==> src/logic/adif_pkg.sv <==
// Purpose: Shared constants and types of the audio converter interrupt flags.
// Assumes: One 25 MHz clock; 8-bit registers at their byte offsets.
// Notes:   Bit positions follow the flag and line control register layouts.
package adif_pkg;

  // Clock and interrupt pulse timing.
  localparam int unsigned CLK_HZ     = 25_000_000;
  localparam int unsigned HZ_PER_MHZ = 1_000_000;
  localparam int unsigned PULSE_US   = 2000;
  localparam int unsigned PERIOD_US  = 4000;
  localparam int unsigned PULSE_CYC  = PULSE_US * (CLK_HZ / HZ_PER_MHZ);
  localparam int unsigned PERIOD_CYC = PERIOD_US * (CLK_HZ / HZ_PER_MHZ);
  localparam int          CNT_W      = 17;

  // Register offsets.
  localparam logic [7:0] ADDR_STICKY    = 8'h2C;
  localparam logic [7:0] ADDR_RSVD_2D   = 8'h2D;
  localparam logic [7:0] ADDR_STATUS    = 8'h2E;
  localparam logic [7:0] ADDR_RSVD_2F   = 8'h2F;
  localparam logic [7:0] ADDR_LINE_A    = 8'h30;
  localparam logic [7:0] ADDR_LINE_B    = 8'h31;
  localparam logic [7:0] RST_ZERO       = 8'h00;
  localparam logic [1:0] RSVD_LO        = 2'h0;

  // Flag bit positions, shared by the sticky and live registers.
  localparam int B_SHORT_L = 7;
  localparam int B_SHORT_R = 6;
  localparam int B_BUTTON  = 5;
  localparam int B_HEADSET = 4;
  localparam int B_PWR_L   = 3;
  localparam int B_PWR_R   = 2;
  localparam int NUM_DET   = 6;

  // Line control bit positions.
  localparam int E_HEADSET = 7;
  localparam int E_BUTTON  = 6;
  localparam int E_PWR     = 5;
  localparam int E_SHORT   = 3;
  localparam int E_OVF     = 2;
  localparam int E_REPEAT  = 0;

  typedef enum logic [2:0]
  {
    PG_IDLE = 3'h1,
    PG_HIGH = 3'h2,
    PG_LOW  = 3'h4
  } adif_pg_state_type;

endpackage

==> src/logic/adif_line_if.sv <==
// Purpose: Carries one interrupt line between the flag logic and its pulser.
// Assumes: All signals on ref_clk_i.
// Notes:   trig and stop are one-cycle pulses.
`timescale 1ns/1ps
interface adif_line_if;
  logic trig;
  logic repeat_mode;
  logic stop;
  logic line;
  logic busy;
  modport ctrl (output trig, output repeat_mode, output stop,
                input line, input busy);
  modport gen  (input trig, input repeat_mode, input stop,
                output line, output busy);
endinterface

==> src/logic/adif_top.sv <==
// Purpose: Sticky and live event flags with two interrupt pulse lines.
// Assumes: Detector levels are asynchronous; overflow flags share the clock.
// Notes:   Registers are reached through a plain byte-wide register port.
`timescale 1ns/1ps
module adif_top
  import adif_pkg::*;
#(
  parameter int PULSE_CYCLES  = PULSE_CYC,
  parameter int PERIOD_CYCLES = PERIOD_CYC
)
(
  // Clock and reset.
  input  wire logic       ref_clk_i,
  input  wire logic       resetn_i,
  // Register port.
  input  wire logic [7:0] reg_addr_i,
  input  wire logic       reg_wr_i,
  input  wire logic [7:0] reg_wdata_i,
  input  wire logic       reg_rd_i,
  output logic      [7:0] reg_rdata_o,
  // Detector levels, asynchronous.
  input  wire logic       short_left_i,
  input  wire logic       short_right_i,
  input  wire logic       button_i,
  input  wire logic       headset_in_i,
  input  wire logic       power_left_i,
  input  wire logic       power_right_i,
  // Overflow flags from the overflow flag register.
  input  wire logic [2:0] ovf_flags_i,
  // Interrupt lines.
  output logic            irq_line_a_o,
  output logic            irq_line_b_o
);

  // Gathers the enabled events of one line into a single trigger.
  function automatic logic line_trig(input logic [7:0] ctrl,
                                     input logic [7:0] ev,
                                     input logic       ovf);
    logic t;
    t = (ctrl[E_HEADSET] & ev[B_HEADSET])
      | (ctrl[E_BUTTON] & ev[B_BUTTON])
      | (ctrl[E_PWR] & (ev[B_PWR_L] | ev[B_PWR_R]))
      | (ctrl[E_SHORT] & (ev[B_SHORT_L] | ev[B_SHORT_R]))
      | (ctrl[E_OVF] & ovf);
    return t;
  endfunction

  logic [NUM_DET-1:0] det_raw;
  logic [NUM_DET-1:0] det_s;
  logic [NUM_DET-1:0] det_prev_q;
  logic [2:0]         ovf_prev_q;
  logic [7:0]         sticky_q;
  logic [7:0]         sticky_d;
  logic [7:0]         ctrl_a_q;
  logic [7:0]         ctrl_b_q;
  logic [7:0]         rsvd_2d_q;
  logic [7:0]         rsvd_2f_q;
  logic [7:0]         rdata_q;

  adif_line_if line_a ();
  adif_line_if line_b ();

  // Detector order matches the flag bit order from bit 7 down to bit 2.
  assign det_raw = {short_left_i, short_right_i, button_i,
                    headset_in_i, power_left_i, power_right_i};

  adif_sync #(
    .W (NUM_DET)
  ) u_sync (
    .ref_clk_i (ref_clk_i),
    .resetn_i  (resetn_i),
    .d_i       (det_raw),
    .q_o       (det_s)
  );

  // Levels become events on their rising edge, except the headset, which
  // reports both insertion and removal.
  wire [NUM_DET-1:0] det_rise = det_s & ~det_prev_q;
  wire [NUM_DET-1:0] det_chg  = det_s ^ det_prev_q;
  wire [7:0] ev_rise = {det_rise, RSVD_LO};
  wire [7:0] ev_chg  = {det_chg, RSVD_LO};

  wire ev_short_l = ev_rise[B_SHORT_L];
  wire ev_short_r = ev_rise[B_SHORT_R];
  wire ev_button  = ev_rise[B_BUTTON];
  wire ev_headset = ev_chg[B_HEADSET];
  wire ev_pwr_l   = ev_rise[B_PWR_L];
  wire ev_pwr_r   = ev_rise[B_PWR_R];

  wire [7:0] ev8 = {ev_short_l, ev_short_r, ev_button, ev_headset,
                    ev_pwr_l, ev_pwr_r, RSVD_LO};

  // A new overflow is any flag rising; the flags fall when software reads
  // them, so a later overflow rises again.
  wire ovf_ev = |(ovf_flags_i & ~ovf_prev_q);

  // Register decode.
  wire sel_sticky = (reg_addr_i == ADDR_STICKY);
  wire sel_rsvd_a = (reg_addr_i == ADDR_RSVD_2D);
  wire sel_status = (reg_addr_i == ADDR_STATUS);
  wire sel_rsvd_b = (reg_addr_i == ADDR_RSVD_2F);
  wire sel_line_a = (reg_addr_i == ADDR_LINE_A);
  wire sel_line_b = (reg_addr_i == ADDR_LINE_B);
  wire rd_sticky  = reg_rd_i & sel_sticky;
  wire [7:0] live = {det_s, RSVD_LO};

  // Set wins over the read clear so no event is lost.
  assign sticky_d = (sticky_q & ~{8{rd_sticky}}) | ev8;

  wire [7:0] rd_mux = sel_sticky ? sticky_q :
                      sel_rsvd_a ? rsvd_2d_q :
                      sel_status ? live :
                      sel_rsvd_b ? rsvd_2f_q :
                      sel_line_a ? ctrl_a_q :
                      sel_line_b ? ctrl_b_q :
                      RST_ZERO;

  always_ff @(posedge ref_clk_i or negedge resetn_i)
  begin
    if (!resetn_i)
    begin
      det_prev_q <= '0;
      ovf_prev_q <= '0;
      sticky_q   <= RST_ZERO;
      rdata_q    <= RST_ZERO;
    end
    else
    begin
      det_prev_q <= det_s;
      ovf_prev_q <= ovf_flags_i;
      sticky_q   <= sticky_d;
      if (reg_rd_i)
        rdata_q <= rd_mux;
    end
  end

  // Writable registers; reserved ones simply hold what is written.
  always_ff @(posedge ref_clk_i or negedge resetn_i)
  begin
    if (!resetn_i)
    begin
      ctrl_a_q  <= RST_ZERO;
      ctrl_b_q  <= RST_ZERO;
      rsvd_2d_q <= RST_ZERO;
      rsvd_2f_q <= RST_ZERO;
    end
    else if (reg_wr_i)
    begin
      if (sel_line_a)
        ctrl_a_q <= reg_wdata_i;
      if (sel_line_b)
        ctrl_b_q <= reg_wdata_i;
      if (sel_rsvd_a)
        rsvd_2d_q <= reg_wdata_i;
      if (sel_rsvd_b)
        rsvd_2f_q <= reg_wdata_i;
    end
  end

  assign reg_rdata_o = rdata_q;

  // Line A.
  assign line_a.trig        = line_trig(ctrl_a_q, ev8,
                                        ovf_ev);
  assign line_a.repeat_mode = ctrl_a_q[E_REPEAT];
  assign line_a.stop        = rd_sticky;

  // Line B.
  assign line_b.trig        = line_trig(ctrl_b_q, ev8,
                                        ovf_ev);
  assign line_b.repeat_mode = ctrl_b_q[E_REPEAT];
  assign line_b.stop        = rd_sticky;

  adif_pulse_gen #(
    .HIGH_CYCLES (PULSE_CYCLES),
    .LOW_CYCLES  (PERIOD_CYCLES - PULSE_CYCLES)
  ) u_pulse_a (
    .ref_clk_i (ref_clk_i),
    .resetn_i  (resetn_i),
    .line_if   (line_a.gen)
  );

  adif_pulse_gen #(
    .HIGH_CYCLES (PULSE_CYCLES),
    .LOW_CYCLES  (PERIOD_CYCLES - PULSE_CYCLES)
  ) u_pulse_b (
    .ref_clk_i (ref_clk_i),
    .resetn_i  (resetn_i),
    .line_if   (line_b.gen)
  );

  assign irq_line_a_o = line_a.line;
  assign irq_line_b_o = line_b.line;
endmodule

==> src/logic/adif_sync.sv <==
// Purpose: Two-stage synchroniser for asynchronous detector levels.
// Assumes: Inputs are slow levels.
// Notes:   The first stage feeds only the second.
`timescale 1ns/1ps
module adif_sync
  import adif_pkg::*;
#(
  parameter int W = 1
)
(
  // Clock and reset.
  input  wire logic         ref_clk_i,
  input  wire logic         resetn_i,
  // Data.
  input  wire logic [W-1:0] d_i,
  output logic      [W-1:0] q_o
);

  logic [W-1:0] meta_q;
  logic [W-1:0] sync_q;

  always_ff @(posedge ref_clk_i or negedge resetn_i)
  begin
    if (!resetn_i)
    begin
      meta_q <= '0;
      sync_q <= '0;
    end
    else
    begin
      meta_q <= d_i;
      sync_q <= meta_q;
    end
  end

  assign q_o = sync_q;

endmodule

==> src/logic/adif_pulse_gen.sv <==
// Purpose: Interrupt line pulser, single pulse or repeating pulses.
// Assumes: trig and stop are one-cycle pulses on ref_clk_i.
// Notes:   A stop during a high phase lets that pulse finish first.
`timescale 1ns/1ps
module adif_pulse_gen
  import adif_pkg::*;
#(
  parameter int HIGH_CYCLES = PULSE_CYC,
  parameter int LOW_CYCLES  = PERIOD_CYC - PULSE_CYC
)
(
  // Clock and reset.
  input  wire logic ref_clk_i,
  input  wire logic resetn_i,
  // Line handshake.
  adif_line_if.gen  line_if
);

  localparam logic [CNT_W-1:0] HI_LAST = CNT_W'(HIGH_CYCLES - 1);
  localparam logic [CNT_W-1:0] LO_LAST = CNT_W'(LOW_CYCLES - 1);
  localparam logic [CNT_W-1:0] CNT_ONE = CNT_W'(1);

  adif_pg_state_type state_q;
  adif_pg_state_type state_d;
  logic [CNT_W-1:0]  cnt_q;
  logic [CNT_W-1:0]  cnt_d;
  logic              stop_q;
  logic              stop_d;
  logic              line_q;

  wire hi_done = (cnt_q == HI_LAST);
  wire lo_done = (cnt_q == LO_LAST);
  wire stop_any = stop_q | line_if.stop;

  // Widths come from counting device clocks against the parameters.
  always_comb
  begin
    state_d = state_q;
    cnt_d   = cnt_q + CNT_ONE;
    stop_d  = stop_any;
    case (state_q)
      PG_IDLE:
      begin
        cnt_d  = '0;
        stop_d = 1'b0;
        if (line_if.trig)
          state_d = PG_HIGH;
      end
      PG_HIGH:
        if (hi_done)
        begin
          cnt_d = '0;
          if (line_if.repeat_mode && !stop_any)
            state_d = PG_LOW;
          else
            state_d = PG_IDLE;
        end
      PG_LOW:
        if (stop_any || !line_if.repeat_mode)
        begin
          cnt_d   = '0;
          state_d = PG_IDLE;
        end
        else if (lo_done)
        begin
          cnt_d   = '0;
          state_d = PG_HIGH;
        end
      default:
      begin
        cnt_d   = '0;
        stop_d  = 1'b0;
        state_d = PG_IDLE;
      end
    endcase
  end

  always_ff @(posedge ref_clk_i or negedge resetn_i)
  begin
    if (!resetn_i)
    begin
      state_q <= PG_IDLE;
      cnt_q   <= '0;
      stop_q  <= 1'b0;
      line_q  <= 1'b0;
    end
    else
    begin
      state_q <= state_d;
      cnt_q   <= cnt_d;
      stop_q  <= stop_d;
      line_q  <= (state_d == PG_HIGH);
    end
  end

  assign line_if.line = line_q;
  assign line_if.busy = (state_q != PG_IDLE);
endmodule

==> config.mk <==
export PLATFORM = sky130hd
export DESIGN_NAME = adif_top
export DESIGN_NICKNAME = d
export VERILOG_FILES = /design/src/logic/adif_pkg.sv /design/src/logic/adif_line_if.sv /design/src/logic/adif_top.sv /design/src/logic/adif_sync.sv /design/src/logic/adif_pulse_gen.sv
export SDC_FILE = /design/constraint.sdc
export NUM_CORES = 1
export LEC_CHECK = 0
export BUFFER_PORTS_ARGS = -buffer_cell sky130_fd_sc_hd__clkbuf_2
export CAP_MARGIN = 20
export CORE_MARGIN = 8
export CORE_UTILIZATION = 46
export DETAILED_ROUTE_END_ITERATION = 12
export GPL_ROUTABILITY_DRIVEN = 0
export PLACE_DENSITY_LB_ADDON = 0.12
export SETUP_SLACK_MARGIN = 0.5
export SYNTH_ARGS = -nofsm -noshare
export SYNTH_HDL_FRONTEND = slang
export SYNTH_HIERARCHICAL = 1
export SYNTH_SLANG_ARGS = --single-unit
==> constraint.sdc <==
create_clock -name ref_clk_i -period 2.05 [get_ports ref_clk_i]
set_input_delay 0.615 -clock ref_clk_i [delete_from_list [all_inputs] [get_ports ref_clk_i]]
set_output_delay 0.615 -clock ref_clk_i [all_outputs]
set_load 0.02 [all_outputs]
==> flow_summary.yaml <==
sta:
  slew_viol_final: 0
  fin_crit_ps: 1740
  max_freq_ghz: 0.573
  slew_headroom: 0.701
  min_period_over_period: 0.851
  setup_tns_ps: 0
  setup_viol: 0
  final-hold-violation-count: 0
  rsz0062_at_grt: "true"
  clock_skew_ps: 6.62
  worstMarginPinSlew_ps: 449
worst_setup_path:
  critPathKind: "input port to register"
  cp_slowest_cell: "bufinv_8"
  crit_fanout: 8
  path_cells: "buf_6 -> buf_6 -> nor3b_4 -> nand4_1 -> bufinv_8 -> nor3b_4 -> and2_4 -> o221ai_4 -> clkbuf_16 -> nor2_4"
  worstPathArrival_ps: 2150
  cpPeakStageDelay_ps: 240
  endpoint_kind: "register"
  critPathRequiredTime_ps: 2450
  worstSetupStartpointType: "input port"
pwr:
  combPwrFrac: 0.086
  vdd_drop_max_mv: 0.666
  p_switching_w: 0.00131
  pwr_density_cell_nw_per_um2: 812
  power.internal_w: 0.00450
  p_sw_frac: 0.225
  seq_power_share: 0.408
  p_clk_frac: 0.506
  p_leak_nw: 3.09
layout:
  final-seq-area_um2: 2830
  area_growth_pct: 38.3
  multi_input_area_um2: 2550
  final_nets: 571
  final_common_cell: "dfrtp_1"
  nFillCells: 781
  utilization: 0.657
  final_cell_mix: "dfrtp_1 (111), nor2_1 (49), buf_4 (40)"
  drive_gt1_frac: 0.432
min_path:
  hold_class: "input port to async pin"
clock_network:
  clk_latency_ps: 520
  root_buffer: "clkbuf_8"
  htree_levels: 4
  clk_path_buf_depth: 2
  path_clk_slew_ps: 60
  cts_tree: "yes"
  cts_made_buffers: 17
  cts_sinks: 113
drt:
  drt-vias-per-instance: 5.45
  num_vias: 3785
  wl_per_cell_um: 18.2
  ant_nets: 0
  drc: 0
  drt_iter0_markers: 301
  wl_um: 12600
  first_pass_iters: 4
global_routing:
  track_usage: 0.175
  grt_max_degree: 32
  first_global_vias: 3887
  grt_pass1_wl_um: 20200
  antenna_found_initial: 0
  grt-ovfl-total: 0
logic_synthesis:
  ys_warn_count: 6
  syn-num-nets: 464
  synth_area_um2: 5170
  synthCells: 433
  synth.avg_cell_area_um2: 11.9
floorplan:
  dieArea_um2: 14900
  initial_core_util: 0.475
  die_w_um: 122
  ios: 39
  dieHeight_um: 122
  core-area_um2: 10900
  fp-row-count: 38
placed_design:
  dpl.hpwl_um: 8140
  portBuffers: 38
outcome:
  status: "completed"
job:
  maxCapViolations: 0
==> metal layers <==
metal | track usage | routed length [um] | vias up
met4 | 0.0748 | 268 | 0
li1 | - | - | 1765
met5 | 0 | 0 | -
met1 | 0.225 | 5520 | 1915
met3 | 0.0453 | 612 | 20
met2 | 0.276 | 6220 | 85
==> what timing repair did <==
action	4_1_cts	5_1_grt
gates cloned	0	2
pin swaps	21	29
hold buffers	0	0
setup buffers	20	7
gates resized for setup	49	57
setup endpoints to repair	75	88
==> final timing paths <==
check / slack (ps) / from / to / cells after the start
hold / removal: 40 / resetn_i / u_sync/q_o[5] / 1
setup / recovery: 310 / reg_addr_i[7] / u_pulse_b/cnt_q[5] / 10
hold reg to reg: 340 / u_sync/meta_q[3] / u_sync/q_o[3] / 0
max in group asynchronous: 1410 / resetn_i / u_pulse_a/state_q[0] / 2
min in group ref_clk_i: 200 / short_left_i / u_sync/meta_q[5] / 1
setup reg to reg: 350 / u_sync/q_o[2] / u_pulse_a/line_if.line / 8
==> per-stage QoR <==
step | instances | area, um^2 | setup slack [ps] | power (W) | hold WS, ps
after detailed placement | 632 | 5850 | -275 | 0.00278 | 336
final | 694 | 7150 | 306 | 0.00581 | 39.6
after floorplan | 433 | 5280 | -181 | 0.00259 | 319
after global placement | 632 | 5850 | -205 | 0.00277 | 333
after CTS | 684 | 6830 | 346 | 0.00582 | 29.0
after global routing | 693 | 7150 | 254 | 0.00603 | 56.1
==> power groups by stage <==
stage	clock network [W]	logic [W]	registers, W
after floorplan	0	0.000179	0.00241
after global placement	0	0.000374	0.00240
after detailed placement	0	0.000381	0.00240
after CTS	0.00300	0.000452	0.00237
after global routing	0.00312	0.000539	0.00238
final	0.00294	0.000500	0.00237
==> worst max-delay path: cells and delay by family <==
kind | cells | cell delay, ps
AOI/OAI and AO/OA | 1 | 240
buffers and inverters | 4 | 660
and+or+nand+nor | 5 | 620
==> sequential cells by signal, summed over array words and instances (netlist names) <==
| signal | flops |
|---|---|
| ctrl_a_q | 8 |
| ctrl_b_q | 8 |
| det_prev_q | 6 |
| ovf_prev_q | 3 |
| reg_rdata_o | 8 |
| rsvd_2d_q | 8 |
| rsvd_2f_q | 8 |
| sticky_q | 8 |
| u_pulse_a/cnt_q | 17 |
| u_pulse_a/line_if.line | 1 |
| u_pulse_a/state_q | 3 |
| u_pulse_a/stop_q | 1 |
| u_pulse_b/cnt_q | 17 |
| u_pulse_b/line_if.line | 1 |
| u_pulse_b/state_q | 3 |
| u_pulse_b/stop_q | 1 |
| u_sync/meta_q | 6 |
| u_sync/q_o | 6 |
==> cell type report <==
| class | count | share of cell area |
|---|---|---|
| diodes | 1 | 0.000350 |
| clock buffers | 20 | 0.0637 |
| clock inverters | 12 | 0.0192 |
| inverters | 17 | 0.0108 |
| multi-input cells | 292 | 0.356 |
| flip-flops and latches | 113 | 0.396 |
| well taps | 140 | 0.0245 |
| repair buffers | 99 | 0.129 |
No activity file was read; power rests on OpenSTA's default activity.
